===== config.mk =====
export PLATFORM = sky130hd
export DESIGN_NAME = tcf_capture
export DESIGN_NICKNAME = d
export VERILOG_FILES = /design/src/rtl/tcf_pkg.sv /design/src/rtl/tcf_filt_if.sv /design/src/rtl/tcf_filter.sv /design/src/rtl/tcf_capture.sv
export SDC_FILE = /design/constraint.sdc
export NUM_CORES = 1
export LEC_CHECK = 0
export BUFFER_PORTS_ARGS = -buffer_cell sky130_fd_sc_hd__buf_2
export CAP_MARGIN = 0
export CORE_MARGIN = 1.5
export CORE_UTILIZATION = 63
export CTS_BUF_LIST = sky130_fd_sc_hd__clkbuf_16
export CTS_CLUSTER_SIZE = 28
export DETAILED_ROUTE_END_ITERATION = 10
export MAX_ROUTING_LAYER = met4
export PLACE_DENSITY = 0.95
export SLEW_MARGIN = 20
export SYNTH_ARGS = -nofsm -noshare
export SYNTH_HDL_FRONTEND = slang
export SYNTH_HIERARCHICAL = 1
export SYNTH_SLANG_ARGS = --single-unit

===== constraint.sdc =====
create_clock -name pclk -period 6.4 [get_ports pclk]
set_input_delay 1.28 -clock pclk [delete_from_list [all_inputs] [get_ports pclk]]
set_output_delay 1.28 -clock pclk [all_outputs]
set_load 0.02 [all_outputs]

===== src/rtl/tcf_pkg.sv =====
// Constants and register map of the timer capture and edge input block
package tcf_pkg;
  // Register byte offsets
  localparam logic [7:0] OFS_CTRL       = 8'h00;
  localparam logic [7:0] OFS_PRESCALE   = 8'h04;
  localparam logic [7:0] OFS_EDGE       = 8'h08;
  localparam logic [7:0] OFS_COUNT      = 8'h0c;
  localparam logic [7:0] OFS_CAP_FIRST  = 8'h10;
  localparam logic [7:0] OFS_CAP_SECOND = 8'h14;
  localparam logic [7:0] OFS_IRQ_STATUS = 8'h18;
  localparam logic [7:0] OFS_IRQ_MASK   = 8'h1c;
  // Control register fields
  localparam int CTRL_RUN_BIT        = 0;
  localparam int CTRL_SRC_PIN_A_BIT  = 1;
  localparam int CTRL_CMP_FIRST_BIT  = 2;
  localparam int CTRL_CMP_SECOND_BIT = 3;
  // Edge register fields
  localparam int EDGE_A_LSB = 0;
  localparam int EDGE_B_LSB = 2;
  localparam int EDGE_W     = 2;
  // Valid edge encodings
  localparam logic [1:0] EDGE_FALL = 2'h0;
  localparam logic [1:0] EDGE_RISE = 2'h1;
  localparam logic [1:0] EDGE_NONE = 2'h2;
  localparam logic [1:0] EDGE_BOTH = 2'h3;
  // Prescaler select width and width of the prescaler divider counter
  localparam int PSC_W       = 2;
  localparam int DIV_W       = 5;
  // Reset values
  localparam logic [1:0]  RST_PSC    = 2'h0;
  localparam logic [1:0]  RST_EDGE   = 2'h1;
  localparam logic [15:0] RST_CAP    = 16'h0000;
  localparam logic [1:0]  RST_MASK   = 2'h0;
  // Interrupt status bits
  localparam int IRQ_FIRST_BIT  = 0;
  localparam int IRQ_SECOND_BIT = 1;
  localparam int IRQ_W          = 2;
endpackage


===== src/rtl/tcf_filt_if.sv =====
// Signals between the control logic and one input noise filter
`timescale 1ns/1ps
interface tcf_filt_if;
  logic       pin;
  logic       sample_en;
  logic       run;
  logic       run_start;
  logic       first_run;
  logic [1:0] edge_sel;
  logic       edge_pulse;

  // Filter side
  modport filt
  (
    input  pin,
    input  sample_en,
    input  run,
    input  run_start,
    input  first_run,
    input  edge_sel,
    output edge_pulse
  );
  // Control side
  modport ctrl
  (
    output pin,
    output sample_en,
    output run,
    output run_start,
    output first_run,
    output edge_sel,
    input  edge_pulse
  );
endinterface


===== src/rtl/tcf_filter.sv =====
// Two-sample noise filter and valid edge detector for one timer input
`timescale 1ns/1ps
module tcf_filter
  import tcf_pkg::*;
(
  // Clock and reset
  input  wire logic pclk,
  input  wire logic presetn,
  // Control link
  tcf_filt_if.filt  fi
);

  logic sample_ff;
  logic level_ff;
  logic edge_ff;
  logic nxt_level;

  // Level accepted after two equal consecutive samples
  always_comb
  begin
    nxt_level = level_ff;
    if (fi.sample_en && (fi.pin == sample_ff))
    begin
      nxt_level = fi.pin;
    end
  end

  // Sample and filtered level; reloaded at each start of operation
  always_ff @(posedge pclk or negedge presetn)
  begin
    if (!presetn)
    begin
      sample_ff <= 1'b0;
      level_ff  <= 1'b0;
    end
    else if (fi.run_start)
    begin
      // First start after reset sees a high pin as a rising edge
      sample_ff <= fi.first_run ? 1'b0 : fi.pin;
      level_ff  <= fi.first_run ? 1'b0 : fi.pin;
    end
    else if (fi.run)
    begin
      if (fi.sample_en)
      begin
        sample_ff <= fi.pin;
      end
      level_ff <= nxt_level;
    end
  end

  // Valid edge pulse, suppressed while stopped
  always_ff @(posedge pclk or negedge presetn)
  begin
    if (!presetn)
    begin
      edge_ff <= 1'b0;
    end
    else
    begin
      edge_ff <= 1'b0;
      if (fi.run && !fi.run_start && (nxt_level != level_ff))
      begin
        unique case (fi.edge_sel)
          EDGE_FALL: edge_ff <= !nxt_level;
          EDGE_RISE: edge_ff <= nxt_level;
          EDGE_NONE: edge_ff <= 1'b0;
          EDGE_BOTH: edge_ff <= 1'b1;
        endcase
      end
    end
  end

  assign fi.edge_pulse = edge_ff;

endmodule


===== src/rtl/tcf_capture.sv =====
// Timer counter with capture/compare registers, input filters and APB slave
//
// Local design decisions: the placing of the registers and the APB interface to the registers.
`timescale 1ns/1ps
module tcf_capture
  import tcf_pkg::*;
#(
  parameter int ADDR_W = 8,
  parameter int CNT_W  = 16
)
(
  // Clock and reset
  input  wire logic              pclk,
  input  wire logic              presetn,
  // APB slave
  input  wire logic [ADDR_W-1:0] paddr,
  input  wire logic              psel,
  input  wire logic              penable,
  input  wire logic              pwrite,
  input  wire logic [31:0]       pwdata,
  output logic      [31:0]       prdata,
  output logic                   pready,
  output logic                   pslverr,
  // Timer input pins
  input  wire logic              count_capture_pin_a,
  input  wire logic              capture_pin_b,
  // Interrupts
  output logic                   irq,
  output logic                   capture_irq_first,
  output logic                   capture_irq_second
);

  // Elaboration checks
  if ((ADDR_W < 8) || (ADDR_W > 32))
  begin : g_chk_addr
    $error("ADDR_W must be 8 to 32");
  end
  if ((CNT_W < 1) || (CNT_W > 32))
  begin : g_chk_cnt
    $error("CNT_W must be 1 to 32");
  end

  // Count clock period in system clocks for a prescaler select
  function automatic logic [DIV_W-1:0] psc_period(input logic [PSC_W-1:0] sel);
    psc_period = DIV_W'(2) << sel;
  endfunction

  // Full byte address match against a register offset
  function automatic logic hit(input logic [ADDR_W-1:0] a, input logic [7:0] ofs);
    hit = (a == ADDR_W'(ofs)); // Upper address bits must be zero
  endfunction

  logic              pa_s1_ff;
  logic              pa_s2_ff;
  logic              pb_s1_ff;
  logic              pb_s2_ff;
  logic              run_ff;
  logic              run_d_ff;
  logic              ran_once_ff;
  logic              src_a_ff;
  logic              cmp_first_ff;
  logic              cmp_second_ff;
  logic [PSC_W-1:0]  psc_ff;
  logic [1:0]        edge_a_ff;
  logic [1:0]        edge_b_ff;
  logic [DIV_W-1:0]  div_ff;
  logic [CNT_W-1:0]  count_ff;
  logic [CNT_W-1:0]  cap_first_ff;
  logic [CNT_W-1:0]  cap_second_ff;
  logic [1:0]        pend_cap_ff;
  logic [1:0]        pend_irq_ff;
  logic [IRQ_W-1:0]  sts_ff;
  logic [IRQ_W-1:0]  mask_ff;
  logic [31:0]       prdata_ff;
  logic              pready_ff;
  logic              pslverr_ff;
  logic              irq_ff;
  logic              irq_first_ff;
  logic              irq_second_ff;
  logic [DIV_W-1:0]  period;
  logic              rise_tick;
  logic              fall_tick;
  logic              run_start;
  logic              cnt_tick;
  logic              acc;
  logic              wr_en;
  logic              mapped;
  logic [1:0]        trig;
  logic [IRQ_W-1:0]  evt;
  logic [IRQ_W-1:0]  nxt_sts;
  logic [31:0]       nxt_rdata;

  tcf_filt_if fa ();
  tcf_filt_if fb ();

  // Two-flop synchronisers for the input pins
  always_ff @(posedge pclk or negedge presetn)
  begin
    if (!presetn)
    begin
      pa_s1_ff <= 1'b0;
      pa_s2_ff <= 1'b0;
      pb_s1_ff <= 1'b0;
      pb_s2_ff <= 1'b0;
    end
    else
    begin
      pa_s1_ff <= count_capture_pin_a;
      pa_s2_ff <= pa_s1_ff;
      pb_s1_ff <= capture_pin_b;
      pb_s2_ff <= pb_s1_ff;
    end
  end

  // Bus access decode; one wait state on every access
  assign acc       = psel && penable && pready_ff;
  assign wr_en     = acc && pwrite;
  assign run_start = run_ff && !run_d_ff;

  // Count clock ticks from the prescaler
  assign period    = psc_period(psc_ff);
  assign rise_tick = run_ff && (div_ff == (period - DIV_W'(1)));
  assign fall_tick = run_ff && (div_ff == ((period >> 1) - DIV_W'(1)));

  // Filter hookup; pin A samples on system clock when it is the count clock
  assign fa.pin       = pa_s2_ff;
  assign fa.sample_en = src_a_ff ? 1'b1 : rise_tick;
  assign fa.run       = run_ff;
  assign fa.run_start = run_start;
  assign fa.first_run = !ran_once_ff;
  assign fa.edge_sel  = edge_a_ff;
  assign fb.pin       = pb_s2_ff;
  assign fb.sample_en = rise_tick;
  assign fb.run       = run_ff;
  assign fb.run_start = run_start;
  assign fb.first_run = !ran_once_ff;
  assign fb.edge_sel  = edge_b_ff;

  tcf_filter u_filt_a
  (
    .pclk    (pclk),
    .presetn (presetn),
    .fi      (fa)
  );

  tcf_filter u_filt_b
  (
    .pclk    (pclk),
    .presetn (presetn),
    .fi      (fb)
  );

  // Capture triggers; none from pin A while it clocks the counter
  assign trig[0]  = fa.edge_pulse && !src_a_ff && !cmp_first_ff;
  assign trig[1]  = fb.edge_pulse && !cmp_second_ff;
  assign cnt_tick = run_ff && (src_a_ff ? fa.edge_pulse : rise_tick);

  // Control and configuration registers
  always_ff @(posedge pclk or negedge presetn)
  begin
    if (!presetn)
    begin
      run_ff        <= 1'b0;
      src_a_ff      <= 1'b0;
      cmp_first_ff  <= 1'b0;
      cmp_second_ff <= 1'b0;
      psc_ff        <= RST_PSC;
      edge_a_ff     <= RST_EDGE;
      edge_b_ff     <= RST_EDGE;
      mask_ff       <= RST_MASK;
    end
    else if (wr_en)
    begin
      if (hit(paddr, OFS_CTRL))
      begin
        run_ff        <= pwdata[CTRL_RUN_BIT];
        src_a_ff      <= pwdata[CTRL_SRC_PIN_A_BIT];
        cmp_first_ff  <= pwdata[CTRL_CMP_FIRST_BIT];
        cmp_second_ff <= pwdata[CTRL_CMP_SECOND_BIT];
      end
      if (hit(paddr, OFS_PRESCALE))
      begin
        psc_ff <= pwdata[PSC_W-1:0];
      end
      if (hit(paddr, OFS_EDGE))
      begin
        edge_a_ff <= pwdata[EDGE_A_LSB +: EDGE_W];
        edge_b_ff <= pwdata[EDGE_B_LSB +: EDGE_W];
      end
      if (hit(paddr, OFS_IRQ_MASK))
      begin
        mask_ff <= pwdata[IRQ_W-1:0];
      end
    end
  end

  // Start detection and first-run memory
  always_ff @(posedge pclk or negedge presetn)
  begin
    if (!presetn)
    begin
      run_d_ff    <= 1'b0;
      ran_once_ff <= 1'b0;
    end
    else
    begin
      run_d_ff <= run_ff;
      if (run_start)
      begin
        ran_once_ff <= 1'b1;
      end
    end
  end

  // Prescaler divider, held at zero while stopped
  always_ff @(posedge pclk or negedge presetn)
  begin
    if (!presetn)
    begin
      div_ff <= '0;
    end
    else if (!run_ff || rise_tick || (div_ff >= (period - DIV_W'(1))))
    begin
      div_ff <= '0;
    end
    else
    begin
      div_ff <= div_ff + DIV_W'(1);
    end
  end

  // Counter; cleared on each start
  always_ff @(posedge pclk or negedge presetn)
  begin
    if (!presetn)
    begin
      count_ff <= '0;
    end
    else if (run_start)
    begin
      count_ff <= '0;
    end
    else if (cnt_tick)
    begin
      count_ff <= count_ff + CNT_W'(1);
    end
  end

  // Pending capture until the count clock falls, then pending interrupt until it rises
  always_ff @(posedge pclk or negedge presetn)
  begin
    if (!presetn)
    begin
      pend_cap_ff <= 2'h0;
      pend_irq_ff <= 2'h0;
    end
    else
    begin
      pend_cap_ff <= (pend_cap_ff & ~{2{fall_tick}}) | trig;
      pend_irq_ff <= (pend_irq_ff & ~{2{rise_tick}}) | (pend_cap_ff & {2{fall_tick}});
    end
  end

  // Capture registers; capture beats a software write in the same cycle
  always_ff @(posedge pclk or negedge presetn)
  begin
    if (!presetn)
    begin
      cap_first_ff  <= CNT_W'(RST_CAP);
      cap_second_ff <= CNT_W'(RST_CAP);
    end
    else
    begin
      if (fall_tick && pend_cap_ff[0])
      begin
        cap_first_ff <= count_ff;
      end
      else if (wr_en && hit(paddr, OFS_CAP_FIRST))
      begin
        cap_first_ff <= pwdata[CNT_W-1:0];
      end
      if (fall_tick && pend_cap_ff[1])
      begin
        cap_second_ff <= count_ff;
      end
      else if (wr_en && hit(paddr, OFS_CAP_SECOND))
      begin
        cap_second_ff <= pwdata[CNT_W-1:0];
      end
    end
  end

  // Events: capture at count-clock rise, or compare match in compare mode
  assign evt[IRQ_FIRST_BIT]  = (rise_tick && pend_irq_ff[0]) ||
                               (cnt_tick && cmp_first_ff && ((count_ff + CNT_W'(1)) == cap_first_ff));
  assign evt[IRQ_SECOND_BIT] = (rise_tick && pend_irq_ff[1]) ||
                               (cnt_tick && cmp_second_ff && ((count_ff + CNT_W'(1)) == cap_second_ff));

  // Sticky status, write one to clear; a new event wins over the clear
  always_comb
  begin
    nxt_sts = sts_ff;
    if (wr_en && hit(paddr, OFS_IRQ_STATUS))
    begin
      nxt_sts = sts_ff & ~pwdata[IRQ_W-1:0];
    end
    nxt_sts = nxt_sts | evt;
  end

  // Status and interrupt outputs
  always_ff @(posedge pclk or negedge presetn)
  begin
    if (!presetn)
    begin
      sts_ff        <= '0;
      irq_ff        <= 1'b0;
      irq_first_ff  <= 1'b0;
      irq_second_ff <= 1'b0;
    end
    else
    begin
      sts_ff        <= nxt_sts;
      irq_ff        <= |(nxt_sts & mask_ff);
      irq_first_ff  <= evt[IRQ_FIRST_BIT];
      irq_second_ff <= evt[IRQ_SECOND_BIT];
    end
  end

  // Read data multiplexer
  always_comb
  begin
    nxt_rdata = 32'h0000_0000;
    mapped    = 1'b1;
    if (hit(paddr, OFS_CTRL))
    begin
      nxt_rdata[CTRL_RUN_BIT]        = run_ff;
      nxt_rdata[CTRL_SRC_PIN_A_BIT]  = src_a_ff;
      nxt_rdata[CTRL_CMP_FIRST_BIT]  = cmp_first_ff;
      nxt_rdata[CTRL_CMP_SECOND_BIT] = cmp_second_ff;
    end
    else if (hit(paddr, OFS_PRESCALE))
    begin
      nxt_rdata[PSC_W-1:0] = psc_ff;
    end
    else if (hit(paddr, OFS_EDGE))
    begin
      nxt_rdata[EDGE_A_LSB +: EDGE_W] = edge_a_ff;
      nxt_rdata[EDGE_B_LSB +: EDGE_W] = edge_b_ff;
    end
    else if (hit(paddr, OFS_COUNT))
    begin
      nxt_rdata[CNT_W-1:0] = count_ff;
    end
    else if (hit(paddr, OFS_CAP_FIRST))
    begin
      nxt_rdata[CNT_W-1:0] = cap_first_ff;
    end
    else if (hit(paddr, OFS_CAP_SECOND))
    begin
      nxt_rdata[CNT_W-1:0] = cap_second_ff;
    end
    else if (hit(paddr, OFS_IRQ_STATUS))
    begin
      nxt_rdata[IRQ_W-1:0] = sts_ff;
    end
    else if (hit(paddr, OFS_IRQ_MASK))
    begin
      nxt_rdata[IRQ_W-1:0] = mask_ff;
    end
    else
    begin
      mapped = 1'b0;
    end
  end

  // APB answer: ready one cycle into the access phase
  always_ff @(posedge pclk or negedge presetn)
  begin
    if (!presetn)
    begin
      pready_ff  <= 1'b0;
      pslverr_ff <= 1'b0;
      prdata_ff  <= 32'h0000_0000;
    end
    else
    begin
      pready_ff  <= psel && penable && !pready_ff;
      pslverr_ff <= psel && penable && !pready_ff && !mapped;
      if (psel && penable && !pready_ff && !pwrite)
      begin
        prdata_ff <= nxt_rdata;
      end
    end
  end

  assign prdata             = prdata_ff;
  assign pready             = pready_ff;
  assign pslverr            = pslverr_ff;
  assign irq                = irq_ff;
  assign capture_irq_first  = irq_first_ff;
  assign capture_irq_second = irq_second_ff;

endmodule


==> impl_results.md <==
- DRT iter0 DRCs: 697
- Layout cells sized above 1: 14.4%
- Cells on worst reg2reg path: 12
- Crit Path Max Fanout: 18
- Post-synth EDFFs: 0
- Drt wl/cell: 19.2 um
- CP max-delay cell: dfrtp_1
- Most frequent cell after synthesis: dfrtp_1
- Rows: 36
- I/O Buffers: 51
- Top post-synthesis cells by area: dfrtp_1 (40%), mux2i_1 (6.6%), xnor2_1 (4.7%)
- Seq cells post-synth: 104
- Hold Crit Class: register to register
- All-Layer GR Usage: 32.9%
- CTS tree: yes
- Remaining Overflow, GRT: 0
- Status: finished clean
- Crit path from: psc_ff[0]
- Pwr Density: 203 mW/mm^2
- Setup Fix Bufs, Post-CTS: 0
- Area share of the largest cell type after synthesis: 40.1%
- Worst-margin pin slew: 1.02 ns
- Data arrival, critical path: 3.97 ns
- Via count: 5640
- Worst path depth: 12
- Async set or reset register ratio after synthesis: 100%
- Clk buf depth: 2
- Leak: 3.00 nW
- Setup Viol. Count Final: 0
- CP Capture Type: register
- Clock root buffer: clkbuf_16
- Peak supply drop: 138 uV
- Vias in the first global route: 5380
- Sequential share of the synthesized area: 40.9%
- WS Path Type: register to register
- Latest clock arrival within the worst-skew pair: 0.36 ns
- Worst Skew: 0.00866 ns
- Mapped Area: 0.00637 mm^2
- CP required: 6.70 ns
- Synthesis Warnings: 6
- Total inserted antenna cells: 0
- Die Ht: 104 um
- Number of antenna violations at the first check in global routing: 0
- Reg2Reg Capture Point: sts_ff[0]
- Synth Instances: 701
- WP buf/inv: 2
- Met3 Use GR: 6.61%
- First-pass GRT wire length: 27.3 mm
- Sink Count: 104
- Final Max Slew Viols: 0
- Fmax: 0.273 GHz
- Nets@finish: 779
- Cts repair resizes: 0
- DRC: 0
- Hold buffers post-CTS: 0
- Area growth syn-to-layout: 8.70%
- Drt pass-1 iters: 5
- Syn avg cell area: 9.09 um^2
- Dominant cell type by area after synthesis: dfrtp_1
- Primary FF master, synth: dfrtp_1
- Routability cong.: 0.997
- DIE AREA: 0.0107 mm^2
- Count of different cell masters after synthesis: 70
- Worst path max stage delay: 0.48 ns
- Hold Fails Final Rpt: 0
- Initial Util: 65.2%
- Setup TNS Final: 0 ns
- Worst Setup EP: sts_ff[0]
- Slew margin rel.: 31.5%
- Vias per cell: 6.54
- Cts bufs inserted: 9
- Period utilisation layout: 57.3%
- Largest net degree at the start of global routing: 71
- Top cells by count, synth: dfrtp_1 (102), nor2_1 (72), a21oi_1 (54), nand2_1 (49), mux2i_1 (42)
- Final wirelength: 16.6 mm
- Post-route ant nets: 0
- I/O pin count: 84
- Worst Setup Start Kind: register
- CTS H-Tree Depth: 3
- Reg-to-reg slack, setup: 2.73 ns
- Critical path cell sequence: nor2_1, inv_1, ha_1, ha_1, nand4_1, o31ai_2, buf_4, o21ai_0, a2111oi_0, nand4_1, o21ai_0, or2_2
- Reg-to-Reg Start: psc_ff[0]
- Die X: 104 um
- Final min period: 3.67 ns
- DP HPWL: 11.0 mm
- Core Box Area: 0.00977 mm^2
- GR peak layer: met2
- Unrepaired setup endpoints after global routing: false
- Grt met2 use: 49.4%
- CP delay by family, top: compound AO/OA/AOI/OAI gates
- Clock transition at path regs: 0.07 ns
- Met1 GRT Util: 42.8%
- Hold_ws: 0.347 ns
- Max-cap violations: 0
[metal layers]
layer | wire length, um | up-vias
li1 | - | 2506
met1 | 6710 | 2711
met2 | 7740 | 364
met3 | 1600 | 59
met4 | 503 | 0
met5 | 0 | -
[power breakdown]
part           internal (W)  switching, W   total, W  leakage [nW]
logic             0.0000321     0.0000664  0.0000986          1.65
clock network      0.000377      0.000242   0.000619         0.173
registers          0.000669     0.0000202   0.000689          1.18
[through the flow]
stage	power (W)	worst slack [ns]	instances	utilization [%]	cell area, um^2
4_1_cts	0.00141	2.86	863	70.8	6920
6_report	0.00141	2.73	863	70.8	6920
2_1_floorplan	0.000761	3.04	716	-	6430
5_1_grt	0.00145	2.51	863	70.8	6920
3_5_place_dp	0.000796	2.51	847	67.4	6590
3_3_place_gp	0.000791	2.60	847	67.4	6590
[cell families after synthesis]
| kind of cell | count (synthesis) | share of synthesized area, % |
|---|---|---|
| buf+inv | 82 | 6.27 |
| simple gates | 241 | 19.7 |
| fa+ha+maj | 7 | 1.37 |
| compound gates | 160 | 15.9 |
| flops | 104 | 40.9 |
| xor+xnor | 51 | 7.01 |
| mux | 54 | 8.72 |
| other cells | 2 | 0.118 |
[area by class of cell]
cell class                      count  area (um^2)
Tap cell                          133          166
Fill cell                         695         2850
Clock inverter                      7          106
Timing Repair Buffer               57          303
Clock buffer                        9          225
Inverter                           23         86.3
Sequential cell                   104         2610
Multi-Input combinational cell    530         3430
[sequential cells by signal, summed over array words and instances (netlist names), 2 cells and up]
| name | count |
|---|---|
| cap_first_ff | 16 |
| cap_second_ff | 16 |
| count_ff | 16 |
| div_ff | 5 |
| edge_a_ff | 2 |
| edge_b_ff | 2 |
| mask_ff | 2 |
| pend_cap_ff | 2 |
| pend_irq_ff | 2 |
| prdata | 16 |
| psc_ff | 2 |
| sts_ff | 2 |
[layout by cell type (no fill, tap or decap), types with 6 or more instances in the layout]
cell	n
a21oi_1	54
a22o_1	15
a22oi_1	13
buf_2	50
buf_4	7
clkbuf_16	9
conb_1	17
dfrtp_1	102
ha_1	7
inv_1	25
mux2_2	12
mux2i_1	42
nand2_1	47
nand2b_1	9
nand3_1	25
nand4_1	6
nor2_1	72
nor2b_1	13
nor3_1	13
nor4_1	6
o21ai_0	35
or2_2	7
xnor2_1	34
xor2_1	17
[worst min-delay path by stage]
stage / from / endpoint / slack (ns) / cells after the start
floorplan: pa_s1_ff / fa.pin / 0.33 / 0
global placement: pa_s1_ff / fa.pin / 0.33 / 0
detailed placement: pb_s1_ff / fb.pin / 0.33 / 0
CTS: pb_s1_ff / fb.pin / 0.35 / 0
global route: pa_s1_ff / fa.pin / 0.37 / 0
finish: pb_s1_ff / fb.pin / 0.35 / 0
Power figures use the tool's default switching activity.
